--- config.mk ---
export PLATFORM = sky130hd
export DESIGN_NAME = io_expansion_bus_control
export DESIGN_NICKNAME = d
export VERILOG_FILES = /design/src/io_bus_pkg.sv /design/src/word_stream_if.sv /design/src/io_expansion_bus_control.sv /design/src/skid_pair_buffer.sv
export SDC_FILE = /design/constraint.sdc
export NUM_CORES = 1
export LEC_CHECK = 0
export BUFFER_PORTS_ARGS = -buffer_cell sky130_fd_sc_hd__buf_2
export CORE_MARGIN = 3
export CORE_UTILIZATION = 55
export DETAILED_ROUTE_END_ITERATION = 10
export GPL_ROUTABILITY_DRIVEN = 1
export PLACE_DENSITY = 0.79
export SLEW_MARGIN = 20
export SYNTH_ARGS = -nofsm -noshare
export SYNTH_HDL_FRONTEND = slang
export SYNTH_SLANG_ARGS = --single-unit
--- constraint.sdc ---
create_clock -name mclk_i -period 2.9 [get_ports mclk_i]
set_input_delay 0.145 -clock mclk_i [delete_from_list [all_inputs] [get_ports mclk_i]]
set_output_delay 0.145 -clock mclk_i [all_outputs]
set_load 0.1 [all_outputs]
--- src/io_bus_pkg.sv ---
package io_bus_pkg;

  // ==========================================================
  // timing
  localparam int CLK_HZ       = 10_000_000;
  localparam int CLK_NS       = 100;
  localparam int SETUP_NS     = 100;
  localparam int STROBE_NS    = 250;
  localparam int HOLD_NS      = 100;
  localparam int SETUP_CYC    = (SETUP_NS + CLK_NS - 1) / CLK_NS;
  localparam int STROBE_CYC   = (STROBE_NS + CLK_NS - 1) / CLK_NS;
  localparam int HOLD_CYC     = (HOLD_NS + CLK_NS - 1) / CLK_NS;
  localparam int SLOW_CLK_HZ  = 2_000_000;
  localparam int SLOW_DIV     = CLK_HZ / SLOW_CLK_HZ;

  // ==========================================================
  // address decode
  localparam int ADDR_W       = 16;
  localparam int REGION_LSB   = 12;
  localparam logic [3:0] REGION_ROM       = 4'h0;
  localparam logic [3:0] REGION_SIMPLE_A  = 4'h1;
  localparam logic [3:0] REGION_OPT_0     = 4'h2;
  localparam logic [3:0] REGION_OPT_1     = 4'h3;
  localparam logic [3:0] REGION_OPT_2     = 4'h4;
  localparam logic [3:0] REGION_PC_A      = 4'h5;
  localparam logic [3:0] REGION_PC_B      = 4'h6;
  localparam logic [3:0] REGION_COMBO     = 4'h7;
  localparam logic [3:0] REGION_COMBO_DMA = 4'h8;

  // ==========================================================
  // select vector bit positions
  localparam int SEL_ROM       = 0;
  localparam int SEL_SIMPLE_A  = 1;
  localparam int SEL_SIMPLE_B  = 2;
  localparam int SEL_MODULE    = 3;
  localparam int SEL_EXT_PC    = 4;
  localparam int SEL_PC_A      = 5;
  localparam int SEL_PC_B      = 6;
  localparam int SEL_COMBO     = 7;
  localparam int SEL_COMBO_DMA = 8;
  localparam int SEL_N         = 9;

  // ==========================================================
  // reset values
  localparam logic [SEL_N-1:0] SEL_IDLE_N  = 9'h1ff;
  localparam logic [15:0]      HALF_RESET  = 16'h0000;
  localparam logic [31:0]      WORD_RESET  = 32'h0000_0000;

  typedef enum {ST_IDLE, ST_LATCH, ST_SETUP, ST_STROBE,
                ST_MODULE, ST_UPPER, ST_HOLD} cycle_state_t;

  typedef enum {KIND_ROM, KIND_SIMPLE, KIND_PC, KIND_MODULE} cycle_kind_t;

endpackage

--- src/word_stream_if.sv ---
`timescale 1ns/1ps
`default_nettype none
interface word_stream_if #(parameter int WIDTH = 32);
  logic             valid;
  logic             ready;
  logic [WIDTH-1:0] data;

  modport src (output valid, output data, input ready);
  modport snk (input valid, input data, output ready);
endinterface
`default_nettype wire
--- src/io_expansion_bus_control.sv ---
`timescale 1ns/1ps
`default_nettype none
module io_expansion_bus_control
  import io_bus_pkg::*;
(
  input  wire logic              mclk_i,                  // 10 MHz clock
  input  wire logic              rst_n_i,                 // sync reset
  // internal request side
  input  wire logic              req_valid_i,             // request present
  output var  logic              req_ready_o,             // request taken
  input  wire logic              req_write_i,             // 1 write, 0 read
  input  wire logic              req_wide_i,              // 32-bit transfer
  input  wire logic              req_last_i,              // last DMA word
  input  wire logic [ADDR_W-1:0] req_addr_i,              // I/O address
  input  wire logic [31:0]       req_wdata_i,             // write word
  input  wire logic              rom_write_enable_i,      // ROM control bit
  // read answers
  output var  logic              rsp_valid_o,             // read word ready
  input  wire logic              rsp_ready_i,             // reader accepts
  output var  logic [31:0]       rsp_data_o,              // read word
  // pins
  input  wire logic [15:0]       io_data_bus_i,           // bus level
  output var  logic [15:0]       io_data_bus_o,           // bus drive value
  output var  logic              io_data_bus_oe_o,        // bus driven
  output var  logic              io_read_not_write_o,     // direction
  output var  logic              io_read_strobe_n_o,      // read strobe
  output var  logic              io_write_strobe_n_o,     // write strobe
  output var  logic              rom_select_n_o,          // ROM select
  output var  logic              simple_sel_a_n_o,        // simple select a
  output var  logic              simple_sel_b_n_o,        // simple select b
  output var  logic              module_sel_n_o,          // module select
  output var  logic              extended_pc_sel_n_o,     // ext PC select
  output var  logic              pc_area_sel_a_n_o,       // PC area a
  output var  logic              pc_area_sel_b_n_o,       // PC area b
  output var  logic              combo_sel_n_o,           // combo select
  output var  logic              combo_dma_ack_n_o,       // combo DMA ack
  output var  logic              terminal_count_o,        // final DMA word
  output var  logic              module_request_n_o,      // module request
  input  wire logic              module_grant_n_i,        // module grant
  input  wire logic              bus_latch_in_n_i,        // module data valid
  output var  logic              upper_latch_strobe_n_o,  // upper latch load
  output var  logic              upper_read_enable_n_o,   // upper rx enable
  output var  logic              upper_write_enable_n_o,  // upper tx enable
  input  wire logic              xip_halfword_select_n_i, // 0 upper half
  input  wire logic              xip_upper_capture_n_i,   // capture upper
  input  wire logic              decode_option_strap_i,   // decode option
  input  wire logic              io_ready_i,              // PC wait, low
  output var  logic              slow_io_clock_o          // 2 MHz clock
);

  // ==========================================================
  // state
  cycle_state_t     state, next_state;
  cycle_kind_t      kind, next_kind;
  logic [3:0]       cnt, next_cnt;
  logic             write, next_write;
  logic             wide, next_wide;
  logic [31:0]      wdata, next_wdata;
  logic [15:0]      lower, next_lower;
  logic [15:0]      upper, next_upper;
  logic [SEL_N-1:0] sel_n, next_sel_n;
  logic             strap;
  logic             push, next_push;
  logic             next_req_ready;
  logic             next_dir, next_rd_n, next_wr_n, next_tc;
  logic             next_req_n, next_blo_n, next_rbe_n, next_wbe_n;
  logic [15:0]      next_dout;
  logic             next_doe;
  logic [SEL_N-1:0] hot;
  logic [2:0]       div, next_div;
  logic             next_slow;

  word_stream_if #(.WIDTH(32)) rsp_s ();

  assign rsp_s.valid = push;
  assign rsp_s.data  = {upper, lower};

  skid_pair_buffer #(.WIDTH(32)) u_rsp_buf (
    .mclk_i      (mclk_i),
    .rst_n_i     (rst_n_i),
    .in_s        (rsp_s),
    .out_valid_o (rsp_valid_o),
    .out_ready_i (rsp_ready_i),
    .out_data_o  (rsp_data_o)
  );

  // ==========================================================
  // decode
  function automatic logic [SEL_N-1:0] decode_region(
    input logic [3:0] region,
    input logic       opt
  );
    logic [SEL_N-1:0] h;
    h = '0;
    case (region)
      REGION_ROM:       h[SEL_ROM] = 1'b1;
      REGION_SIMPLE_A:  h[SEL_SIMPLE_A] = 1'b1;
      REGION_OPT_0:     h[opt ? SEL_MODULE : SEL_SIMPLE_B] = 1'b1;
      REGION_OPT_1:     h[opt ? SEL_EXT_PC : SEL_MODULE] = 1'b1;
      REGION_OPT_2:     h[opt ? SEL_SIMPLE_B : SEL_EXT_PC] = 1'b1;
      REGION_PC_A:      h[SEL_PC_A] = 1'b1;
      REGION_PC_B:      h[SEL_PC_B] = 1'b1;
      REGION_COMBO:     h[SEL_COMBO] = 1'b1;
      REGION_COMBO_DMA: h[SEL_COMBO_DMA] = 1'b1;
      default:          h = '0;
    endcase
    return h;
  endfunction

  // unmapped regions run simple timing with no select
  function automatic cycle_kind_t kind_of(input logic [SEL_N-1:0] h);
    if (h[SEL_ROM])
      return KIND_ROM;
    if (h[SEL_MODULE])
      return KIND_MODULE;
    if (h[SEL_EXT_PC] || h[SEL_PC_A] || h[SEL_PC_B] ||
        h[SEL_COMBO] || h[SEL_COMBO_DMA])
      return KIND_PC;
    return KIND_SIMPLE;
  endfunction

  // strap is static: caught while reset is held
  always_ff @(posedge mclk_i)
  begin
    if (!rst_n_i)
      strap <= decode_option_strap_i;
  end

  // ==========================================================
  // cycle sequencer
  always_comb
  begin
    hot            = decode_region(req_addr_i[ADDR_W-1:REGION_LSB], strap);
    next_state     = state;
    next_kind      = kind;
    next_cnt       = cnt;
    next_write     = write;
    next_wide      = wide;
    next_wdata     = wdata;
    next_lower     = lower;
    next_upper     = upper;
    next_sel_n     = sel_n;
    next_push      = 1'b0;
    next_dir       = io_read_not_write_o;
    next_rd_n      = io_read_strobe_n_o;
    next_wr_n      = io_write_strobe_n_o;
    next_tc        = terminal_count_o;
    next_req_n     = module_request_n_o;
    next_blo_n     = upper_latch_strobe_n_o;
    next_rbe_n     = upper_read_enable_n_o;
    next_wbe_n     = upper_write_enable_n_o;
    next_dout      = io_data_bus_o;
    next_doe       = io_data_bus_oe_o;
    unique case (state)
      ST_IDLE:
      begin
        if (req_valid_i && req_ready_o)
        begin
          next_kind  = kind_of(hot);
          next_write = req_write_i;
          next_wide  = req_wide_i;
          next_wdata = req_wdata_i;
          next_upper = HALF_RESET;
          next_lower = HALF_RESET;
          next_sel_n = ~hot;
          next_tc    = req_last_i && hot[SEL_COMBO_DMA];
          next_dir   = !req_write_i;
          next_doe   = req_write_i;
          next_cnt   = 4'(SETUP_CYC - 1);
          if (req_write_i && req_wide_i)
          begin
            // upper half goes first into the external latches
            next_dout  = req_wdata_i[31:16];
            next_blo_n = 1'b0;
            next_state = ST_LATCH;
          end
          else
          begin
            next_dout  = xip_halfword_select_n_i ? req_wdata_i[15:0]
                                                 : req_wdata_i[31:16];
            next_state = ST_SETUP;
          end
        end
      end
      ST_LATCH:
      begin
        next_blo_n = 1'b1;
        next_dout  = wdata[15:0];
        next_state = ST_SETUP;
      end
      ST_SETUP:
      begin
        if (cnt != 4'h0)
          next_cnt = cnt - 4'h1;
        else if (kind == KIND_MODULE)
        begin
          next_req_n = 1'b0;
          next_state = ST_MODULE;
        end
        else
        begin
          next_cnt   = 4'(STROBE_CYC - 1);
          next_state = ST_STROBE;
          if (!write)
            next_rd_n = 1'b0;
          else
          begin
            next_wr_n  = (kind == KIND_ROM) && !rom_write_enable_i;
            next_wbe_n = !wide;
          end
        end
      end
      ST_STROBE:
      begin
        if (cnt != 4'h0)
          next_cnt = cnt - 4'h1;
        else if (kind == KIND_PC && !io_ready_i)
          next_cnt = cnt;
        else
        begin
          next_wr_n  = 1'b1;
          next_wbe_n = 1'b1;
          if (!write)
            next_lower = io_data_bus_i;
          if (!write && wide)
          begin
            // read strobe held while the upper half answers
            next_rbe_n = 1'b0;
            next_cnt   = 4'(STROBE_CYC - 1);
            next_state = ST_UPPER;
          end
          else
          begin
            next_rd_n  = 1'b1;
            next_cnt   = 4'(HOLD_CYC - 1);
            next_state = ST_HOLD;
          end
        end
      end
      ST_UPPER:
      begin
        if (cnt != 4'h0)
          next_cnt = cnt - 4'h1;
        else
        begin
          next_upper = io_data_bus_i;
          next_rbe_n = 1'b1;
          next_rd_n  = 1'b1;
          next_cnt   = 4'(HOLD_CYC - 1);
          next_state = ST_HOLD;
        end
      end
      ST_MODULE:
      begin
        // no timeout: a module that never grants holds the bus
        if (!write && !bus_latch_in_n_i)
          next_lower = io_data_bus_i;
        if (!module_grant_n_i)
        begin
          next_req_n = 1'b1;
          next_cnt   = 4'(HOLD_CYC - 1);
          next_state = ST_HOLD;
        end
      end
      ST_HOLD:
      begin
        if (cnt != 4'h0)
          next_cnt = cnt - 4'h1;
        else
        begin
          next_sel_n = SEL_IDLE_N;
          next_tc    = 1'b0;
          next_doe   = 1'b0;
          next_push  = !write;
          next_state = ST_IDLE;
        end
      end
    endcase
    if (state != ST_IDLE && !write && !xip_upper_capture_n_i)
      next_upper = io_data_bus_i;
    // no take while a push is pending
    next_req_ready = (next_state == ST_IDLE) && rsp_s.ready && !next_push;
  end

  always_ff @(posedge mclk_i)
  begin
    if (!rst_n_i)
    begin
      state                  <= ST_IDLE;
      kind                   <= KIND_SIMPLE;
      cnt                    <= 4'h0;
      write                  <= 1'b0;
      wide                   <= 1'b0;
      wdata                  <= WORD_RESET;
      lower                  <= HALF_RESET;
      upper                  <= HALF_RESET;
      sel_n                  <= SEL_IDLE_N;
      push                   <= 1'b0;
      req_ready_o            <= 1'b0;
      io_read_not_write_o    <= 1'b1;
      io_read_strobe_n_o     <= 1'b1;
      io_write_strobe_n_o    <= 1'b1;
      terminal_count_o       <= 1'b0;
      module_request_n_o     <= 1'b1;
      upper_latch_strobe_n_o <= 1'b1;
      upper_read_enable_n_o  <= 1'b1;
      upper_write_enable_n_o <= 1'b1;
      io_data_bus_o          <= HALF_RESET;
      io_data_bus_oe_o       <= 1'b0;
    end
    else
    begin
      state                  <= next_state;
      kind                   <= next_kind;
      cnt                    <= next_cnt;
      write                  <= next_write;
      wide                   <= next_wide;
      wdata                  <= next_wdata;
      lower                  <= next_lower;
      upper                  <= next_upper;
      sel_n                  <= next_sel_n;
      push                   <= next_push;
      req_ready_o            <= next_req_ready;
      io_read_not_write_o    <= next_dir;
      io_read_strobe_n_o     <= next_rd_n;
      io_write_strobe_n_o    <= next_wr_n;
      terminal_count_o       <= next_tc;
      module_request_n_o     <= next_req_n;
      upper_latch_strobe_n_o <= next_blo_n;
      upper_read_enable_n_o  <= next_rbe_n;
      upper_write_enable_n_o <= next_wbe_n;
      io_data_bus_o          <= next_dout;
      io_data_bus_oe_o       <= next_doe;
    end
  end

  assign rom_select_n_o      = sel_n[SEL_ROM];
  assign simple_sel_a_n_o    = sel_n[SEL_SIMPLE_A];
  assign simple_sel_b_n_o    = sel_n[SEL_SIMPLE_B];
  assign module_sel_n_o      = sel_n[SEL_MODULE];
  assign extended_pc_sel_n_o = sel_n[SEL_EXT_PC];
  assign pc_area_sel_a_n_o   = sel_n[SEL_PC_A];
  assign pc_area_sel_b_n_o   = sel_n[SEL_PC_B];
  assign combo_sel_n_o       = sel_n[SEL_COMBO];
  assign combo_dma_ack_n_o   = sel_n[SEL_COMBO_DMA];

  // ==========================================================
  // low-rate clock: high two of every five
  always_comb
  begin
    next_div  = (div == 3'(SLOW_DIV - 1)) ? 3'h0 : div + 3'h1;
    next_slow = next_div < 3'(SLOW_DIV / 2);
  end

  always_ff @(posedge mclk_i)
  begin
    if (!rst_n_i)
    begin
      div             <= 3'(SLOW_DIV - 1);
      slow_io_clock_o <= 1'b0;
    end
    else
    begin
      div             <= next_div;
      slow_io_clock_o <= next_slow;
    end
  end

endmodule
`default_nettype wire

--- src/skid_pair_buffer.sv ---
`timescale 1ns/1ps
`default_nettype none
module skid_pair_buffer
  import io_bus_pkg::*;
#(
  parameter int WIDTH = 32
)
(
  input  wire logic             mclk_i,    // system clock
  input  wire logic             rst_n_i,   // sync reset, active low
  word_stream_if.snk            in_s,      // filling side
  output var  logic             out_valid_o, // word available
  input  wire logic             out_ready_i, // drain side accepts
  output var  logic [WIDTH-1:0] out_data_o   // word
);

  logic             skid_valid;
  logic [WIDTH-1:0] skid_data;
  logic             next_out_valid;
  logic [WIDTH-1:0] next_out_data;
  logic             next_skid_valid;
  logic [WIDTH-1:0] next_skid_data;

  // ==========================================================
  // output register plus skid register
  assign in_s.ready = !skid_valid;

  always_comb
  begin
    next_out_valid  = out_valid_o;
    next_out_data   = out_data_o;
    next_skid_valid = skid_valid;
    next_skid_data  = skid_data;
    if (!out_valid_o || out_ready_i)
    begin
      if (skid_valid)
      begin
        next_out_valid  = 1'b1;
        next_out_data   = skid_data;
        next_skid_valid = 1'b0;
      end
      else
      begin
        next_out_valid = in_s.valid;
        next_out_data  = in_s.data;
      end
    end
    else if (in_s.valid && !skid_valid)
    begin
      next_skid_valid = 1'b1;
      next_skid_data  = in_s.data;
    end
  end

  always_ff @(posedge mclk_i)
  begin
    if (!rst_n_i)
    begin
      out_valid_o <= 1'b0;
      out_data_o  <= '0;
      skid_valid  <= 1'b0;
      skid_data   <= '0;
    end
    else
    begin
      out_valid_o <= next_out_valid;
      out_data_o  <= next_out_data;
      skid_valid  <= next_skid_valid;
      skid_data   <= next_skid_data;
    end
  end

endmodule
`default_nettype wire

; After elaboration in Yosys (flattened, before gate mapping)
; Cells that the tools add are included.
[op_classes]
add_sub_neg = 2
magnitude_cmp = 7
n_mux = 109
n_eq_ne = 38
bitwise = 3
n_reduce_logical = 58
[op_table]
columns = cell, n
row1 = 32-bit two-way mux, 12
row2 = 32-bit one-hot mux with 7 select lines, 1
row3 = "32-bit by 3-bit == test with 1-bit output, second input constant", 5
row4 = 16-bit two-way mux, 10
row5 = 32-bit zero test, 3
row6 = "32-bit by 2-bit == test with 1-bit output, second input constant", 2
row7 = 16-bit one-hot mux with 2 select lines, 2
row8 = 16-bit one-hot mux with 3 select lines, 1
row9 = 1-bit two-way mux, 45
row10 = "2-bit != test, second input constant", 17
row11 = "32-bit by 1-bit == test with 1-bit output, second input constant", 1
row12 = 4-bit two-way mux, 8
row13 = 32-bit nonzero test, 1
row14 = 1-bit one-hot mux with 4 select lines, 6
row15 = 4-bit one-hot mux with 6 select lines, 1
row16 = 9-bit two-way mux, 2
row17 = 9-bit one-hot mux with 2 select lines, 1
row18 = 6-bit AND reduction, 3
row19 = "4-bit by 3-bit == test with 1-bit output, second input constant", 4
row20 = 1-bit logical AND, 15
row21 = 1-bit one-hot mux with 2 select lines, 7
row22 = 1-bit demux with 4-bit select, 3
row23 = 3-bit two-way mux, 4
row24 = "3-bit != test, second input constant", 4
row25 = 29 further kinds, 59
[word_totals]
word_cells = 245
register_bits = 225

; Longest topological paths before layout
; Gate-level depths: netlist (run 1).
[logic_depth]
ltp_word = 19
ltp_mapped = 10
mapped_depth_nobuf = 8

; Modules after synthesis
; A second synthesis (run 1) with hierarchy kept.
[unflattened]
cells_unflattened = 881
hier_area_um2 = 8550.7
[by_module_without_submodules]
columns = mod, n_inst, cells_per_inst, area_per_inst_um2
row1 = io_expansion_bus_control, 1, 587, 5605.4
row2 = skid_pair_buffer, 1, 294, 2945.3

; Worst setup path before layout (run 1)
; No wires, ideal clock.
[synth_path]
path_kind = register to register
from = register req_ready_o
to = register sel_n[3]
path_buffers = 1
path_slack_ns = 0.352
arrival_ns = 2.419
path_stages_with_launch = 8
t_required_ns = 2.771
synth_period_minus_slack_ns = 2.548
path_cell_list = dfxtp_1 > nand2_1 > clkbuf_1 > or4_1 > nor3_2 > nand2_1 > o32ai_1 > nand2_1
[synth_via]
elab_chain_len = 3
[synth_rtl]
columns = element, line_no
row1 = from (decl), io_expansion_bus_control.sv:10  ; output var logic req_ready_o,
row2 = from (signal assigned), io_expansion_bus_control.sv:323  ; req_ready_o <= next_req_ready;
row3 = 1-bit logical AND, io_expansion_bus_control.sv:157  ; if (req_valid_i && req_ready_o)
row4 = 2-bit != test (no source line), n/a
row5 = 3-bit AND reduction (no source line), n/a
row6 = to (signal assigned), io_expansion_bus_control.sv:321  ; sel_n <= next_sel_n;
row7 = to (decl), io_expansion_bus_control.sv:61  ; logic [SEL_N-1:0] sel_n, next_sel_n;
; No other way between the ends.
; A chain may end at the register's enable or synchronous reset.

; Worst setup path after layout (run 1)
[layout_path]
from = register cnt[0]
to = register lower[12]
[layout_via]
elab_chain_len = 3
[layout_rtl]
columns = element, line_no
row1 = from (decl), io_expansion_bus_control.sv:55  ; logic [3:0] cnt, next_cnt;
row2 = from (signal assigned), io_expansion_bus_control.sv:315  ; cnt <= next_cnt;
row3 = 4-bit nonzero test, io_expansion_bus_control.sv:215  ; if (cnt != 4'h0)
row4 = 2-bit != test (no source line), n/a
row5 = 6-bit AND reduction (no source line), n/a
row6 = to (signal assigned), io_expansion_bus_control.sv:319  ; lower <= next_lower;
row7 = to (decl), io_expansion_bus_control.sv:59  ; logic [15:0] lower, next_lower;
; No other way between the ends.

==> metrics.yaml, run 1 <==
clock_network:
  clkLatencyLatePin_ps: 430
  htreeDepth: 4
  numClockSinks: 195
  cts_buffers: 17
  ctsRootBufferMaster: "clkbuf_16"
  cts_buffer_depth: 2
  clk_pin_slew_ps: 70
  cts_tree: "built"
sta:
  fin_crit_sh_pct: 86.9
  worst_pin_slew_ps: 1040
  fin_tns_setup_ps: 0
  rsz0062_at_grt: "no"
  slew_headroom_pct: 31.0
  hold_ws_ps: 22.7
  finalSetupViolations: 0
  fin_crit_ps: 2520
  slew_viol_final: 0
  hold_viol_final: 0
  clock_skew_ps: 10.1
  clock.fmax_ghz: 0.397
yosys:
  synthFlopType: "dfxtp_1"
  ys_warn_count: 0
  avgSynthCellArea_um2: 8.82
  yosysTopAreaCell: "dfxtp_1"
  synthCells: 900
  syn_area_um2: 7940
  ys_seq_area_share_pct: 49.3
  syn_nets: 982
  async_reset_ff_share_pct: 0
  synthTopCellsByArea: "dfxtp_1 49%, nand2_1 7.0%, mux2i_1 6.6%"
  synth_edf_count: 1
  synth.distinct_cells: 65
  yosys.area.top_type_share_pct: 48.9
  ys_ff_latch: 195
final_layout:
  fillers: 1114
  final_core_util_pct: 69.3
  fin_nets: 1126
  final_area_um2: 9690
  seqCellArea_um2: 3920
  diodes: 0
  multi_input_area_um2: 3680
  syn_to_final_growth_pct: 22.0
  drive_gt1_share_pct: 19.5
critical_path:
  worstPathArrival_ps: 2790
  worstReg2RegStart: "cnt[0]"
  start_kind: "flip-flop"
  reg2reg_to: "lower[12]"
  r2r_slack_ps: 380
  r2r_cells: 9
  endpoint_kind: "flip-flop"
  path_max_fanout: 16
  critPathRequiredTime_ps: 3170
  critical_path_class: "reg2reg"
floorplanning:
  core_um2: 14000
  fp-row-count: 43
  die_w_um: 126
  die_h_um: 126
  num_io_pins: 147
  die_area_um2: 15900
  initial_core_util_pct: 56.8
global_routing:
  grt.busiest_layer: "met2"
  met2_usage_pct: 39.8
  grt_max_degree: 97
  first_global_vias: 6593
  antenna_found_initial: 0
  grt_pass1_wl_mm: 31.7
  gr-total-overflow: 0
  grtUsageMet3_pct: 4.79
  use_met1_pct: 31.5
  grt_util_all_layers_pct: 24.0
drt:
  num_vias: 6981
  drt_iter0_drc: 639
  wl_per_cell_um: 15.3
  first_pass_iters: 5
  drc_errors: 0
  viasPerCell: 5.64
  ant_nets: 0
  wl_mm: 19.0
outcome:
  status: "finished, final reports clean"
place:
  dp_hpwl_mm: 11.8
  port_buffers: 134
  gp_congestion: 0.873
  dpl_cell_area_um2: 8710
power_and_ir_drop:
  p_int_mw: 4.89
  power.density_nw_per_um2: 796
  power_frac_clock_pct: 31.1
  swShare_pct: 36.5
  pwr-share-seq_pct: 39.5
  ir_drop_mv: 0.497
  power_mw: 7.71
  power.static_leakage_nw: 3.88
  switching_power_mw: 2.82
  p_comb_share_pct: 29.5
hold_path:
  min_to: "terminal_count_o"
  hold_start: "req_last_i"
  min_path_cells: 3
  hp-class: "in2reg"
flow_run:
  max-cap-violations: 0
## logic make-up (layout without fill, tap and decap cells)
| kind of cell | count (synthesis) | after routing | share of synthesized area [%] |
|---|---|---|---|
| AND/OR/NAND/NOR | 347 | 347 | 20.6 |
| AO/OA/AOI/OAI | 220 | 220 | 18.1 |
| flip-flops | 195 | 195 | 49.3 |
| buffers and inverters | 80 | 237 | 4.57 |
| multiplexers | 52 | 52 | 6.55 |
| adder cells (fa/ha/maj) | 4 | 4 | 0.630 |
| XOR/XNOR | 2 | 2 | 0.221 |
## metrics by stage
stage          worst slack [ps]  instances
2_1_floorplan               352        900
3_3_place_gp                493       1169
3_5_place_dp                431       1169
4_1_cts                     390       1237
5_1_grt                     234       1237
6_report                    381       1237
## power by group through the flow
stage / logic [mW] / registers [mW] / clock network (mW)
floorplan: 1.17 / 3.72 / 0
global placement: 2.18 / 3.09 / 0
detailed placement: 2.21 / 3.10 / 0
CTS: 2.26 / 3.04 / 2.43
global route: 2.46 / 3.07 / 2.55
finish: 2.27 / 3.04 / 2.40
## state kept, by name (all words and copies together), names as in the netlist, 2 cells and up
register,cells
lower,16
u_rsp_buf.skid_data,32
sel_n,9
kind,2
cnt,4
state,32
upper,16
u_rsp_buf.out_data_o,32
io_data_bus_o,16
div,3
wdata,16
## cell type report
type / count / area share (%)
flip-flops and latches: 195 / 40.4
well taps: 180 / 2.32
inverters: 11 / 0.439
multi-input cells: 625 / 38.0
clock inverters: 13 / 1.74
repair buffers: 194 / 12.5
clock buffers: 19 / 4.57
## worst max-delay path by stage
stage / start / to / depth (start not counted)
2_1_floorplan: req_ready_o / sel_n[3] / 7
3_3_place_gp: cnt[0] / lower[1] / 8
3_5_place_dp: cnt[0] / lower[3] / 9
4_1_cts: state[13] / lower[12] / 8
5_1_grt: cnt[0] / lower[12] / 9
6_report: cnt[0] / lower[12] / 9
## routing by layer
metal | vias up | part of all wire [%]
li1 | 3463 | -
met1 | 3281 | 45
met2 | 208 | 48
met3 | 29 | 5.2
met4 | 0 | 1.8
met5 | - | 0
## synthesized netlist by cell type (3+ instances only)
cell	instances
or3_1	4
buf_2	11
dfxtp_1	194
inv_1	11
nand2_1	148
o21ai_0	13
and2_1	33
nor3_1	9
o311ai_0	3
and3_1	3
or4_1	4
nor3b_1	3
a22o_1	17
buf_1	10
o31ai_1	7
buf_4	5
nand2b_1	8
o21ai_1	18
nor2_1	88
ha_1	4
a211oi_1	33
o211ai_1	3
nor4_1	11
mux2i_1	52
nand4b_1	3
a22oi_1	17
clkbuf_1	39
a21oi_1	83
nand3_1	11
buf_6	4
o22ai_1	4
nor3_2	3
o32ai_1	4
## repair_timing
action,in CTS,in global routing
buffers inserted,0,0
resized for setup,0,0
hold buffers,36,0
hold endpoints to repair,49,0
## critical path, stage by stage (launching register included)
cell and delay (ps):
dfxtp_1 300, inv_1 120, ha_1 190, or3b_1 520, nor2_1 190, o32ai_1 100, or4_1 410, buf_4 220
a22oi_1 240, nor2_1 70
## layout by cell type, fill, tap and decap left out, types with 3 or more instances in the layout
| cell | n |
|---|---|
| buf_4 | 24 |
| o31ai_1 | 7 |
| o21ai_1 | 18 |
| inv_1 | 10 |
| buf_2 | 134 |
| ha_1 | 4 |
| nand2b_1 | 7 |
| and3_1 | 3 |
| nor3_1 | 8 |
| nand4b_1 | 3 |
| nand3_1 | 11 |
| nor2_1 | 88 |
| o211ai_1 | 3 |
| inv_6 | 4 |
| a22o_1 | 17 |
| o22ai_1 | 4 |
| or3_1 | 4 |
| and2_1 | 33 |
| mux2i_1 | 52 |
| o21ai_0 | 13 |
| dlygate4sd3_1 | 36 |
| nand2_1 | 148 |
| clkinv_2 | 3 |
| clkbuf_16 | 17 |
| a22oi_1 | 17 |
| a211oi_1 | 33 |
| dfxtp_1 | 193 |
| a21oi_1 | 83 |
| or4_1 | 4 |
| o32ai_1 | 4 |
| nor4_1 | 11 |
| o311ai_0 | 3 |
| nor3_2 | 3 |
Note: power is estimated with default switching activity, not from simulation.
==> inputs of run 2 (changes only) <==
--- a/config.mk
+++ b/config.mk
@@ -5,12 +5,13 @@
 export SDC_FILE = /design/constraint.sdc
 export NUM_CORES = 1
 export LEC_CHECK = 0
+export ABC_AREA = 1
 export BUFFER_PORTS_ARGS = -buffer_cell sky130_fd_sc_hd__buf_2
 export CORE_MARGIN = 3
-export CORE_UTILIZATION = 55
+export CORE_UTILIZATION = 56
 export DETAILED_ROUTE_END_ITERATION = 10
 export GPL_ROUTABILITY_DRIVEN = 1
-export PLACE_DENSITY = 0.79
+export PLACE_DENSITY = 0.8
 export SLEW_MARGIN = 20
 export SYNTH_ARGS = -nofsm -noshare
 export SYNTH_HDL_FRONTEND = slang
==> run 2 against run 1 <==
Net effect:
- clock power grew 7%
- power grew 46%
- global-route usage grew 0.43 points
- cell area grew 4.0%
- largest cell class is now multi-input combinational cells
==> metrics.yaml, run 2 <==
yosys:
  async_reset_ff_share_pct: 0  # unchanged
  synthTopCellsByArea: "dfxtp_1 45%, nor2_1 9.2%, nand2_1 8.6%"
  ys_warn_count: 0  # unchanged
  synthFlopType: "dfxtp_1"
  ys_ff_latch: 195  # unchanged
  yosysTopAreaCell: "dfxtp_1"
  syn_nets: 1261  # +28%
  synth_common_cells: "211 x nor2_1, 198 x nand2_1, 194 x dfxtp_1"
  avgSynthCellArea_um2: 7.34  # -17%
  synthCells: 1179  # +31%
  synthMostInstantiatedCell: "nor2_1"
  synth.distinct_cells: 39  # -40%
  ys_seq_area_share_pct: 45.2  # -4.0 points
  syn_area_um2: 8650  # +8.9%
  yosys.area.top_type_share_pct: 44.9  # -4.0 points
  synth_edf_count: 1  # unchanged
sta:
  rsz0062_at_grt: "no"
  hold_viol_final: 0  # unchanged
  finalSetupViolations: 0  # unchanged
  clock_skew_ps: 13.5  # +3.39 ps
  fin_crit_ps: 2380  # -140 ps
  clock.fmax_ghz: 0.420  # +5.9%
  worst_pin_slew_ps: 943  # -92.1 ps
  fin_crit_sh_pct: 82.1  # -4.8 points
  slew_headroom_pct: 36.7  # +5.8 points
  fin_tns_setup_ps: 0  # unchanged
  slew_viol_final: 0  # unchanged
clock_network:
  cts_setup_buffers: 0  # unchanged
  cts_buffer_depth: 2  # unchanged
  cts_resized: 0  # unchanged
  cts_tree: "built"
  numClockSinks: 195  # unchanged
  hold_buffers: 9  # -75%
  ctsRootBufferMaster: "clkbuf_16"
  clk_pin_slew_ps: 70  # about the same
  clkLatencyLatePin_ps: 430  # about the same
  htreeDepth: 4  # unchanged
  cts_buffers: 17  # unchanged
global_routing:
  antenna_found_initial: 0  # unchanged
  grt_pass1_wl_mm: 33.7  # +6.2%
  met2_usage_pct: 38.0  # -1.8 points
  grt.busiest_layer: "met2"
  grt_util_all_layers_pct: 24.4  # +0.43 points
  grt_max_degree: 73  # -25%
  use_met1_pct: 34.1  # +2.5 points
  first_global_vias: 6937  # +5.2%
  grtUsageMet3_pct: 4.99  # +0.20 points
  gr-total-overflow: 0  # unchanged
critical_path:
  start_kind: "flip-flop"
  crit_top_cell: "nor2_1"
  critical_path_class: "reg2reg"
  worst_path_max_delay_cell: "clkinv_1"
  reg2reg_to: "u_rsp_buf.skid_data[17]"
  path_buf_inv: 4  # +2
  worstPathArrival_ps: 2690  # -100 ps
  path_max_fanout: 33  # +17
  crit_chain: "inv_1, nor2_1, clkinv_1, nor3_2, buf_4, clkinv_1, nor2_1, nor2_1"
  worstReg2RegStart: "u_rsp_buf.out_valid_o"
  r2r_cells: 8  # -1
  endpoint_kind: "flip-flop"
  critPathRequiredTime_ps: 3210  # +40 ps
  r2r_slack_ps: 520  # +140 ps
  cpPeakStageDelay_ps: 830  # +310 ps
  worst_path_dominant_cell_family: "buffers and inverters"
place:
  gp_congestion: 0.922  # +5.6%
  place_inst: 1441  # +23%
  dp_hpwl_mm: 14.1  # +20%
  port_buffers: 134  # unchanged
power_and_ir_drop:
  p_comb_share_pct: 46.4  # +17 points
  p_int_mw: 6.02  # +23%
  swShare_pct: 46.4  # +9.9 points
  power_frac_clock_pct: 22.9  # -8.2 points
  power_mw: 11.2  # +46%
  power.density_nw_per_um2: 1110  # +40%
  ir_drop_mv: 0.729  # +47%
  power.static_leakage_nw: 4.45  # +15%
  pwr-share-seq_pct: 30.7  # -8.8 points
  switching_power_mw: 5.22  # +85%
hold_path:
  hp-class: "in2reg"
  min_to: "wdata[11]"
  hold_start: "req_wdata_i[11]"
  min_path_cells: 3  # unchanged
drt:
  wl_per_cell_um: 14.0  # -8.6%
  wl_mm: 20.8  # +9.5%
  num_vias: 8079  # +16%
  drc_errors: 0  # unchanged
  viasPerCell: 5.45  # -3.4%
  first_pass_iters: 5  # unchanged
  drt_iter0_drc: 669  # +4.7%
  ant_nets: 0  # unchanged
floorplanning:
  initial_core_util_pct: 58.4  # +1.7 points
  core_um2: 14800  # +5.9%
  die_area_um2: 17000  # +6.7%
  die_h_um: 130  # +3.3%
  die_w_um: 130  # +3.3%
  fp-row-count: 44  # +2.3%
  num_io_pins: 147  # unchanged
final_layout:
  layout.cells.non_filler: 1482  # +20%
  final_common_cell: "nor2_1"
  syn_to_final_growth_pct: 16.5
  final_core_util_pct: 68.1  # -1.2 points
  final_cell_mix: "211 x nor2_1, 198 x nand2_1, 194 x dfxtp_1"
  diodes: 0  # unchanged
  fin_nets: 1367  # +21%
  drive_gt1_share_pct: 19.0  # -0.54 points
  reg_top3: "state (32), u_rsp_buf.out_data_o (32), u_rsp_buf.skid_data (32)"
flow_run:
  max-cap-violations: 0  # unchanged
outcome:
  status: "finished, final reports clean"
==> run 2: cell types whose count changed after synthesis, moves of 17 or more <==
| cell | previous run | this run |
|---|---|---|
| a21oi_1 | 83 | 50 |
| a22o_1 | 17 | 0 |
| a31oi_1 | 0 | 33 |
| and2_1 | 33 | 0 |
| inv_1 | 11 | 90 |
| mux2i_1 | 52 | 0 |
| nand2_1 | 148 | 198 |
| nand3_1 | 11 | 55 |
| nor2_1 | 88 | 211 |
| nor3_1 | 9 | 37 |
| o21ai_0 | 13 | 120 |
| o21ai_2 | 0 | 29 |
==> run 2: per-layer routing <==
layer | wire length [um] | up-vias | part of all wire [%]
met5 | 0 | - | 0
met4 | 395 | 0 | 1.9
met3 | 1340 | 37 | 6.4
met2 | 9470 | 285 | 46
met1 | 9570 | 3667 | 46
li1 | - | 4090 | -
==> run 2: power by group through the flow <==
stage | Sequential (mW) | Clock [mW] | Combinational [mW]
global placement | 3.49 | 0 | 5.09
floorplan | 5.19 | 0 | 2.77
global route | 3.51 | 2.72 | 5.68
finish | 3.46 | 2.57 | 5.21
detailed placement | 3.51 | 0 | 5.15
CTS | 3.45 | 2.60 | 5.19
==> run 2: worst register-to-register path: stages, from the launching register on <==
cell and delay [ps]:
dfxtp_1 330, inv_1 40, nor2_1 90, clkinv_1 110
nor3_2 110, buf_4 340, clkinv_1 840, nor2_1 340
nor2_1 80
==> run 2: how the worst max path moves through the flow <==
stage	startpoint	to	cells past startpoint	slack [ps]
3_5_place_dp	state[23]	sel_n[4]	10	600
3_3_place_gp	state[21]	sel_n[4]	10	620
4_1_cts	state[23]	sel_n[4]	10	590
6_report	u_rsp_buf.out_valid_o	u_rsp_buf.skid_data[17]	8	520
2_1_floorplan	req_ready_o	state[22]	6	490
5_1_grt	u_rsp_buf.out_valid_o	u_rsp_buf.skid_data[8]	8	230
==> run 2: kinds of logic (layout without fill, tap and decap cells) <==
family | count (synthesis) | in the layout | share of synthesized area, %
AO/OA/AOI/OAI | 278 | 278 | 19.6
adder cells (fa/ha/maj) | 4 | 4 | 0.578
buffers and inverters | 171 | 290 | 8.56
flip-flops | 195 | 195 | 45.2
AND/OR/NAND/NOR | 531 | 531 | 26.0
==> run 2: metrics by stage <==
step | hold slack [ps] | worst slack (ps) | instance area (um2)
final | 16.5 | 520 | 10100
after global routing | 26.6 | 228 | 10100
after CTS | 0.825 | 591 | 10100
after detailed placement | 361 | 598 | 9330
after global placement | 362 | 617 | 9330
after floorplan | 244 | 486 | 8650
==> run 2: area by class of cell <==
type	count	area, um2
clock inverter	11	169
sequential	195	3910
fill	1231	4730
clock buffer	21	492
tap	184	230
multi-input combinational	813	4000
timing repair buffer	160	903
inverter	98	368
